--- src/include/cirq_pkg.sv ---
// Constants and types for the codec interrupt routing block
package cirq_pkg;
  // Timing
  localparam int unsigned CLK_KHZ    = 40000;
  localparam int unsigned PULSE_US   = 2000;
  localparam int unsigned PERIOD_US  = 4000;
  localparam int unsigned PULSE_CYC  = (PULSE_US * CLK_KHZ) / 1000;
  localparam int unsigned PERIOD_CYC = (PERIOD_US * CLK_KHZ) / 1000;
  localparam int unsigned CNT_W      = 18;
  // Register offsets
  localparam logic [7:0] SEC_MASK_OFS  = 8'h31;
  localparam logic [7:0] SAR_ROUTE_OFS = 8'h32;
  localparam logic [7:0] FLAG_LO_OFS   = 8'h7E;
  localparam logic [7:0] FLAG_HI_OFS   = 8'h7F;
  // Reset values and write masks
  localparam logic [7:0] SEC_MASK_RST  = 8'h00;
  localparam logic [7:0] SAR_ROUTE_RST = 8'h00;
  localparam logic [7:0] SAR_WR_MASK   = 8'hF0;
  // Field positions
  localparam int unsigned SEC_REPEAT_BIT = 0;
  localparam int unsigned SAR_THR1_BIT   = 7;
  localparam int unsigned SAR_PEN1_BIT   = 6;
  localparam int unsigned SAR_THR2_BIT   = 5;
  // Event vector layout
  localparam int unsigned SRC_N   = 9;
  localparam int unsigned SRC_PEN = 7;
  localparam int unsigned SRC_THR = 8;
  typedef enum logic [2:0]
  {
    CIRQ_IDLE = 3'b001,
    CIRQ_HIGH = 3'b010,
    CIRQ_LOW  = 3'b100
  } cirq_state_t;
endpackage

--- src/include/cirq_pulse_if.sv ---
// Carrier between the routing core and one pulse generator
`timescale 1ns/1ps
interface cirq_pulse_if;
  logic trig;
  logic repeat_mode;
  logic stop;
  logic pulse;
  logic idle;
  modport gen (input trig, input repeat_mode, input stop, output pulse, output idle);
  modport ctl (output trig, output repeat_mode, output stop, input pulse, input idle);
endinterface

--- src/hdl/cirq_route_top.sv ---
// Interrupt routing core: masks, status view, two pulse outputs
`timescale 1ns/1ps
// Behaviour
// - Headset insertion drives secondary output only while its mask bit is set.
// - Button press drives secondary output only while its mask bit is set.
// - Playback range-control power event drives secondary output only when enabled.
// - Record gain-control noise event drives secondary output only when enabled.
// - Driver short-circuit event drives secondary output only when enabled.
// - Signal-engine interrupts drive secondary output only when enabled.
// - DC measurement data-ready drives secondary output only when enabled.
// - Single mode: one active-high pulse of two milliseconds per event.
// - Repeat mode: 2 ms pulses every 4 ms until flag reads done.
// - Pen touch or data-ready drives primary output only when enabled.
// - Status bit shows pen touch live, read only.
// - Status bit shows converted data ready, read only.
// - Status bit shows measurement outside threshold range, read only.
// - Sticky flags are read only, clear on read, set on new trigger.
module cirq_route_top
#(
  parameter int unsigned CNT_W      = cirq_pkg::CNT_W,
  parameter int unsigned PULSE_CYC  = cirq_pkg::PULSE_CYC,
  parameter int unsigned PERIOD_CYC = cirq_pkg::PERIOD_CYC
)
(
  // Clock, reset, enable
  input  wire logic       sys_clk,
  input  wire logic       rst_n,
  input  wire logic       ce,
  // Register port
  input  wire logic [7:0] reg_addr,
  input  wire logic [7:0] reg_wdata,
  input  wire logic       reg_wr,
  input  wire logic       reg_rd,
  output logic      [7:0] reg_rdata,
  // Reads of the other flag registers
  input  wire logic       flag44_rd,
  input  wire logic       flag45_rd,
  // Event sources
  input  wire logic       evt_headset_ins,
  input  wire logic       evt_button,
  input  wire logic       evt_drc_power,
  input  wire logic       evt_agc_noise,
  input  wire logic       evt_driver_short,
  input  wire logic       evt_engine,
  input  wire logic       evt_dc_meas_ready,
  input  wire logic       sar_pen_touch,
  input  wire logic       sar_data_ready,
  input  wire logic       sar_out_of_range,
  // Primary output's other causes
  input  wire logic       primary_ext_trig,
  input  wire logic       primary_repeat_mode,
  // Interrupt outputs
  output logic            primary_irq_out,
  output logic            secondary_irq_out
);
  localparam int unsigned N = cirq_pkg::SRC_N;

  logic [7:0]   sec_mask_reg;
  logic [7:0]   sar_route_reg;
  logic [2:0]   seen_reg;
  logic [2:0]   seen_next;
  logic [7:0]   rdata_reg;
  logic [7:0]   rdata_next;
  logic [7:0]   sar_view;
  logic [N-1:0] src;
  logic [N-1:0] src_rise;
  logic [N-1:0] flags;
  logic [6:0]   sec_hits;
  logic         wr_sec;
  logic         wr_sar;
  logic         rd_any;
  logic         rd_sar;
  logic         rd_flag;
  logic         sec_trig;
  logic         pri_trig;

  cirq_pulse_if pri_if ();
  cirq_pulse_if sec_if ();

  // Decode
  assign wr_sec  = reg_wr && reg_addr == cirq_pkg::SEC_MASK_OFS;
  assign wr_sar  = reg_wr && reg_addr == cirq_pkg::SAR_ROUTE_OFS;
  assign rd_any  = ce && reg_rd;
  assign rd_sar  = rd_any && reg_addr == cirq_pkg::SAR_ROUTE_OFS;
  assign rd_flag = rd_any && (reg_addr == cirq_pkg::FLAG_LO_OFS || reg_addr == cirq_pkg::FLAG_HI_OFS);

  // Pen touch and data-ready share one routing enable
  assign src = {sar_out_of_range, sar_pen_touch | sar_data_ready, evt_headset_ins, evt_button,
                evt_drc_power, evt_agc_noise, evt_driver_short, evt_engine, evt_dc_meas_ready};

  assign sec_hits = src_rise[6:0] & sec_mask_reg[7:1];
  // OR of enabled sources, threshold enable
  assign sec_trig = (|sec_hits) | (src_rise[cirq_pkg::SRC_THR] & sar_route_reg[cirq_pkg::SAR_THR2_BIT]);
  assign pri_trig = (src_rise[cirq_pkg::SRC_PEN] & sar_route_reg[cirq_pkg::SAR_PEN1_BIT])
                  | (src_rise[cirq_pkg::SRC_THR] & sar_route_reg[cirq_pkg::SAR_THR1_BIT])
                  | primary_ext_trig;

  // repeat ends once 44, 45 and 50 read; a read beats a new trigger
  assign seen_next = (seen_reg & ~{3{sec_trig | pri_trig}}) | {flag44_rd, flag45_rd, rd_sar};

  assign sec_if.trig        = sec_trig;
  assign sec_if.repeat_mode = sec_mask_reg[cirq_pkg::SEC_REPEAT_BIT];
  assign sec_if.stop        = &seen_reg;
  assign pri_if.trig        = pri_trig;
  assign pri_if.repeat_mode = primary_repeat_mode;
  assign pri_if.stop        = &seen_reg;

  // live status, reserved bit reads zero
  assign sar_view = {sar_route_reg[7:4], sar_pen_touch, sar_data_ready, sar_out_of_range, 1'b0};

  // flags readable only, no write path
  assign rdata_next = (reg_addr == cirq_pkg::SEC_MASK_OFS)  ? sec_mask_reg :
                      (reg_addr == cirq_pkg::SAR_ROUTE_OFS) ? sar_view :
                      (reg_addr == cirq_pkg::FLAG_LO_OFS)   ? flags[7:0] :
                      (reg_addr == cirq_pkg::FLAG_HI_OFS)   ? {7'h00, flags[8]} : 8'h00;

  assign reg_rdata         = rdata_reg;
  assign primary_irq_out   = pri_if.pulse;
  assign secondary_irq_out = sec_if.pulse;

  always_ff @(posedge sys_clk or negedge rst_n)
  begin
    if (!rst_n)
    begin
      sec_mask_reg  <= cirq_pkg::SEC_MASK_RST;
      sar_route_reg <= cirq_pkg::SAR_ROUTE_RST;
      seen_reg      <= 3'h0;
      rdata_reg     <= 8'h00;
    end
    else if (ce)
    begin
      seen_reg <= seen_next;
      if (wr_sec)
        sec_mask_reg <= reg_wdata;
      if (wr_sar)
        sar_route_reg <= reg_wdata & cirq_pkg::SAR_WR_MASK;
      if (reg_rd)
        rdata_reg <= rdata_next;
    end
  end

  cirq_event_flags #(.N(N)) u_flags
  (
    .sys_clk (sys_clk),
    .rst_n   (rst_n),
    .ce      (ce),
    .src     (src),
    .clr     (rd_flag),
    .rise    (src_rise),
    .flags   (flags)
  );

  cirq_pulse_gen #(.CNT_W(CNT_W), .PULSE_CYC(PULSE_CYC), .PERIOD_CYC(PERIOD_CYC)) u_pri
  (
    .sys_clk (sys_clk),
    .rst_n   (rst_n),
    .ce      (ce),
    .pif     (pri_if)
  );

  cirq_pulse_gen #(.CNT_W(CNT_W), .PULSE_CYC(PULSE_CYC), .PERIOD_CYC(PERIOD_CYC)) u_sec
  (
    .sys_clk (sys_clk),
    .rst_n   (rst_n),
    .ce      (ce),
    .pif     (sec_if)
  );

  // Helper counters of high and low spans on the secondary output
  logic [CNT_W-1:0] hi_cnt;
  logic [CNT_W-1:0] lo_cnt;
  always_ff @(posedge sys_clk or negedge rst_n)
  begin
    if (!rst_n)
    begin
      hi_cnt <= '0;
      lo_cnt <= '0;
    end
    else if (ce)
    begin
      hi_cnt <= secondary_irq_out ? hi_cnt + CNT_W'(1) : '0;
      lo_cnt <= (!secondary_irq_out && !sec_if.idle) ? lo_cnt + CNT_W'(1) : '0;
    end
  end
endmodule // cirq_route_top

--- src/hdl/cirq_event_flags.sv ---
// Edge detection and sticky flags for the interrupt sources
`timescale 1ns/1ps
module cirq_event_flags
#(
  parameter int unsigned N = cirq_pkg::SRC_N
)
(
  // Clock and control
  input  wire logic         sys_clk,
  input  wire logic         rst_n,
  input  wire logic         ce,
  // Sources and clear
  input  wire logic [N-1:0] src,
  input  wire logic         clr,
  // Results
  output logic      [N-1:0] rise,
  output logic      [N-1:0] flags
);
  genvar i;
  generate
    for (i = 0; i < N; i++)
    begin : g_bit
      logic src_d_reg;
      logic flag_reg;
      assign rise[i]  = src[i] & ~src_d_reg;
      assign flags[i] = flag_reg;
      always_ff @(posedge sys_clk or negedge rst_n)
      begin
        if (!rst_n)
        begin
          src_d_reg <= 1'b0;
          flag_reg  <= 1'b0;
        end
        else if (ce)
        begin
          src_d_reg <= src[i];
          flag_reg  <= rise[i] | (flag_reg & ~clr);
        end
      end
    end
  endgenerate
endmodule // cirq_event_flags

--- src/hdl/cirq_pulse_gen.sv ---
// Single or repeating interrupt pulse generator
`timescale 1ns/1ps
module cirq_pulse_gen
#(
  parameter int unsigned CNT_W      = cirq_pkg::CNT_W,
  parameter int unsigned PULSE_CYC  = cirq_pkg::PULSE_CYC,
  parameter int unsigned PERIOD_CYC = cirq_pkg::PERIOD_CYC
)
(
  // Clock and control
  input  wire logic   sys_clk,
  input  wire logic   rst_n,
  input  wire logic   ce,
  // Trigger and pulse
  cirq_pulse_if.gen   pif
);
  cirq_pkg::cirq_state_t state_reg;
  cirq_pkg::cirq_state_t state_next;
  logic [CNT_W-1:0]      cnt_reg;
  logic [CNT_W-1:0]      cnt_next;
  logic [CNT_W-1:0]      cnt_inc;
  logic                  pulse_reg;
  logic                  hi_end;
  logic                  per_end;

  assign cnt_inc  = cnt_reg + CNT_W'(1);
  assign hi_end   = cnt_reg == CNT_W'(PULSE_CYC - 1);
  assign per_end  = cnt_reg == CNT_W'(PERIOD_CYC - 1);
  assign pif.pulse = pulse_reg;
  assign pif.idle  = state_reg == cirq_pkg::CIRQ_IDLE;

  // Events during a pulse merge into it
  always_comb
  begin
    state_next = state_reg;
    cnt_next   = cnt_inc;
    case (state_reg)
      cirq_pkg::CIRQ_IDLE:
      begin
        cnt_next = '0;
        if (pif.trig)
          state_next = cirq_pkg::CIRQ_HIGH;
      end
      cirq_pkg::CIRQ_HIGH:
      begin
        if (hi_end)
          state_next = (pif.repeat_mode && !pif.stop) ? cirq_pkg::CIRQ_LOW : cirq_pkg::CIRQ_IDLE;
      end
      cirq_pkg::CIRQ_LOW:
      begin
        if (pif.stop)
          state_next = cirq_pkg::CIRQ_IDLE;
        else if (per_end)
        begin
          state_next = cirq_pkg::CIRQ_HIGH;
          cnt_next   = '0;
        end
      end
      default:
      begin
        state_next = cirq_pkg::CIRQ_IDLE;
        cnt_next   = '0;
      end
    endcase
  end

  always_ff @(posedge sys_clk or negedge rst_n)
  begin
    if (!rst_n)
    begin
      state_reg <= cirq_pkg::CIRQ_IDLE;
      cnt_reg   <= '0;
      pulse_reg <= 1'b0;
    end
    else if (ce)
    begin
      state_reg <= state_next;
      cnt_reg   <= cnt_next;
      pulse_reg <= state_next == cirq_pkg::CIRQ_HIGH;
    end
  end
endmodule // cirq_pulse_gen

--- config.mk ---
export PLATFORM = sky130hd
export DESIGN_NAME = cirq_route_top
export DESIGN_NICKNAME = d
export VERILOG_FILES = /design/src/include/cirq_pkg.sv /design/src/include/cirq_pulse_if.sv /design/src/hdl/cirq_route_top.sv /design/src/hdl/cirq_event_flags.sv /design/src/hdl/cirq_pulse_gen.sv
export SDC_FILE = /design/constraint.sdc
export NUM_CORES = 1
export LEC_CHECK = 0
export BUFFER_PORTS_ARGS = -buffer_cell sky130_fd_sc_hd__buf_2
export CAP_MARGIN = 20
export CORE_MARGIN = 2
export CORE_UTILIZATION = 40
export CTS_CLUSTER_DIAMETER = 120
export DETAILED_ROUTE_END_ITERATION = 8
export PLACE_DENSITY = 0.63
export RECOVER_POWER = 50
export SYNTH_ARGS = -nofsm -noshare
export SYNTH_HDL_FRONTEND = slang
export SYNTH_HIERARCHICAL = 1
export SYNTH_SLANG_ARGS = --single-unit
--- constraint.sdc ---
create_clock -name sys_clk -period 3.3 [get_ports sys_clk]
set_input_delay 0.165 -clock sys_clk [delete_from_list [all_inputs] [get_ports sys_clk]]
set_output_delay 0.165 -clock sys_clk [all_outputs]
set_load 0.01 [all_outputs]
# Word level (Yosys, flattened, before mapping)

Cells that the tools add are included.
W data, S select, Z words.

Eq/ne operators: 16
Mux-type cells: 22
Reduce and logical (&&, ||, !) cells: 14
Bitwise operators: 49
Add/sub/neg operators: 2

Operators with widths:

| cell                    | number |
|---|---|
| $mux W18                | 4 |
| $pmux W18 S2            | 2 |
| $add A18 B1 Y18 const B | 2 |
| $eq A18 B17 Y1 const B  | 2 |
| $eq A18 B18 Y1 const B  | 2 |
| $mux W3                 | 10 |
| $mux W8                 | 3 |
| $and A1 B1 Y1           | 21 |
| $pmux W3 S3             | 2 |
| $eq A8 B6 Y1 const B    | 2 |
| $eq A8 B7 Y1 const B    | 2 |
| $or A1 B1 Y1            | 14 |
| $eq A3 B2 Y1 const B    | 4 |
| $not A1 Y1              | 10 |
| $and A7 B7 Y7           | 1 |
| $logic_and A1 B1 Y1     | 7 |
| $reduce_or A7 Y1        | 1 |
| $eq A3 B1 Y1 const B    | 2 |
| $eq A3 B3 Y1 const B    | 2 |
| $reduce_and A2 Y1       | 3 |
| $and A3 B3 Y3           | 1 |
| $not A3 Y3              | 1 |
| $or A3 B3 Y3            | 1 |
| $reduce_and A3 Y1       | 1 |
| 3 further kinds         | 3 |

Flip-flop bits (word level): 85
Input port bits: 35
Logic and storage cells: 131

# Logic depth before layout (Yosys ltp)

Word-level depth: 9
Gate-level depth with buffers: 9
Gate-level depth less buffers: 9

# Hierarchy

The synthesis kept the hierarchy.

Modules (own cells, without submodules):

| module           | sequential area each (sq um) | area each (sq um) | cells an instance | times used |
|---|---|---|---|---|
| cirq_pulse_gen   | 551.8                        | 1283.7            | 139               | 2 |
| cirq_route_top   | 575.6                        | 1233.7            | 103               | 1 |
| cirq_event_flags | 450.4                        | 790.8             | 57                | 1 |

# Least setup slack after synthesis

Ideal clock, no wire load.

Path type: register to register
Start: register u_pri.cnt_reg[0]
End: register u_pri.cnt_reg[7]
Data arrival time: 1.983 ns
Stages on the path, launching flop included: 9
Path slack: 1.191 ns
Library setup time: 0.126 ns
Path through: dfrtp_1 -> ha_1 -> nand3_2 -> or3_1 -> buf_2 -> a311oi_2 -> buf_6 -> a211oi_2 -> a311o_1

Longest elaborated chain between the ends: 4
Elaborated cells between the ends (all ways): 5
Those cells by class: add/sub: 1; eq/ne: 1; mux: 3

Ends and longest elaborated chain:

| element                                           | line                                       | RTL |
|---|---|---|
| from (decl)                                       | cirq_pulse_gen.sv:19                       | `logic [CNT_W-1:0] cnt_reg;` |
| from (signal assigned)                            | cirq_pulse_gen.sv:78                       | `cnt_reg <= cnt_next;` |
| $add A18 B1 Y18 or $eq A18 B18 Y1 (tied branches) | cirq_pulse_gen.sv:26, cirq_pulse_gen.sv:28 |  |
| $mux W18                                          | cirq_pulse_gen.sv:53                       | `else if (per_end)` |
| $mux W18                                          | cirq_pulse_gen.sv:51                       | `if (pif.stop)` |
| $pmux W18 S2 *                                    | cirq_pulse_gen.sv:37                       | `case (state_reg)` |

Mark *: on every way between the ends. The rest lies on a longest branch, timed or not.
A chain may end at the register's enable or synchronous reset.

# Worst setup path after layout

Start: register u_sec.cnt_reg[1]
End: register u_sec.cnt_reg[7]

Longest elaborated chain between the ends: 4
Elaborated cells between the ends (all ways): 5
Those cells by class: add/sub: 1; eq/ne: 1; mux: 3

Ends and longest elaborated chain:

| element                                           | line |
|---|---|
| from (decl)                                       | cirq_pulse_gen.sv:19 |
| from (signal assigned)                            | cirq_pulse_gen.sv:78 |
| $add A18 B1 Y18 or $eq A18 B18 Y1 (tied branches) | cirq_pulse_gen.sv:26, cirq_pulse_gen.sv:28 |
| $mux W18                                          | cirq_pulse_gen.sv:53 |
| $mux W18                                          | cirq_pulse_gen.sv:51 |
| $pmux W18 S2 *                                    | cirq_pulse_gen.sv:37 |

Marked as above.

==> impl_metrics.toml <==
[sta]
hold_violations = 0
finalSetupViolations = 0
post-route-period-util_pct = 87.2
fin_setup_tns_ns = 0
clock_skew_ns = 0.0117
rsz0062_at_grt = "false"
fmaxAchievable_mhz = 347
fin_crit_ns = 2.88
tightest_slew_ns = 1.99
slew_headroom_pct = -32.7
slew_violations = 38

[run_status]
status = "complete, but fails checks"
violations = "max-capacitance violations, max-slew violations"

[die]
core-area_um2 = 11300
fp.dieH_um = 111
start_util_pct = 40.5
dieArea_um2 = 12300
die_w_um = 111
rows = 39
ios = 45

[routing]
wl_per_cell_um = 16.6
wl_met1_mm = 4.75
vias = 3557
post-route-drc-count = 0
met2_length_mm = 4.91
drt_wl_total_mm = 10.3
drtIter0Drc = 214
first_pass_iters = 4
vias_per_cell = 5.75
top_layer_used = "met4"
ant_nets = 0
wl_met3_um = 406

[setup_path]
crit_family = "compound AO/OA/AOI/OAI gates"
critical_path_class = "register to register"
critical_path_arrival_ns = 3.11
cp_cell_sequence = "ha_1, nand3_2, or3_1, a311oi_2, nor2_1, a311o_1"
start_kind = "register"
cp_slowest_cell = "a311oi_2"
cp_max_fo = 12
end_kind = "register"
rr_worst_depth = 6
worst-path-stages = 6
cpPeakStageDelay_ns = 0.81
cp.required_ns = 3.53
cp_num_buf_inv = 0

[clock_network]
cts_buffers = 9
clockBufferDepth = 2
clock_latency_ns = 0.35
clkTransAtPathRegs_ns = 0.08
tritoncts = "yes"
htreeDepth = 3
clock-sinks = 85
root_buffer = "clkbuf_16"
cts-resized-gates = 0

[grt]
antenna_found_initial = 0
grt_pass1_wl_mm = 17.5
grt_pass1_vias = 3508
grt_max_degree = 86
grt_usage_pct = 17.3
grt_overflow = 0

[power_and_ir_drop]
power_leakage_nw = 2.21
powerDensity_nw_per_um2 = 485
power.total_w = 0.00249
peakVddDrop_v = 0.000293

[synth]
synthCells = 436
synth_warnings = 6
synth_nets = 473
synthesis.area_um2 = 4580
avgSynthCellArea_um2 = 10.5

[placed_design]
port_buffers = 44
dp_hpwl_mm = 7.04
gp_congestion = 0.836

[final_layout]
nets = 508
final_common_cell = "dfrtp_1"
final_util_pct = 45.4
drive_above_1_share_pct = 24.6
diodes = 0
final_cell_mix = "dfrtp_1 (83), buf_2 (37), nor2_1 (36)"
syn2layout_area_growth_pct = 12.0

[min_path]
hold_depth = 2
worstHoldPathType = "input port to register"

[job]
drv_cap = 1
where the power goes:
group	internal [W]	total (W)	switching, W
registers	0.00110	0.00116	0.0000612
logic	0.000132	0.000314	0.000182
clock network	0.000537	0.00101	0.000477
routing by layer:
metal,vias up,GRT usage (%)
met2,72,27.6
met1,1782,23.9
met4,0,5.10
met5,-,0
li1,1688,-
met3,15,3.88
per-stage QoR:
stage	hold slack (ns)	std cells	instance area, um2	setup WS, ns
detailed placement	0.413	601	4830	0.476
CTS	0.0544	617	5130	0.455
global placement	0.401	601	4830	0.615
global route	0.0536	619	5130	0.107
floorplan	-0.131	436	4580	1.19
finish	0.0621	619	5130	0.421
final timing paths:
check,from,to,slack [ns]
setup / recovery,u_sec/cnt_reg[1],u_sec/cnt_reg[7],0.42
min in group asynchronous,rst_n,reg_rdata[3],0.92
hold / removal,evt_agc_noise,u_flags/g_bit[3].src_d_reg,0.06
setup reg to reg,u_sec/cnt_reg[1],u_sec/cnt_reg[7],0.42
hold reg to reg,u_flags/g_bit[8].flag_reg,u_flags/g_bit[8].flag_reg,0.50
max in group asynchronous,rst_n,u_sec/state_reg[1],0.67
cell type report:
class                           instances  area (um2)
Sequential cell                        85        2130
Timing Repair Buffer                   50         255
Fill cell                            1094        6190
Tap cell                              143         179
Multi-Input combinational cell        314        2230
Clock inverter                          7        73.8
Clock buffer                            9         225
Inverter                               11        41.3
repair_timing:
action / 4_1_cts / 5_1_grt
setup buffers: 0 / 0
hold endpoints to repair: 0 / 36
hold buffers: 0 / 1
No activity file was read; power rests on OpenSTA's default activity.
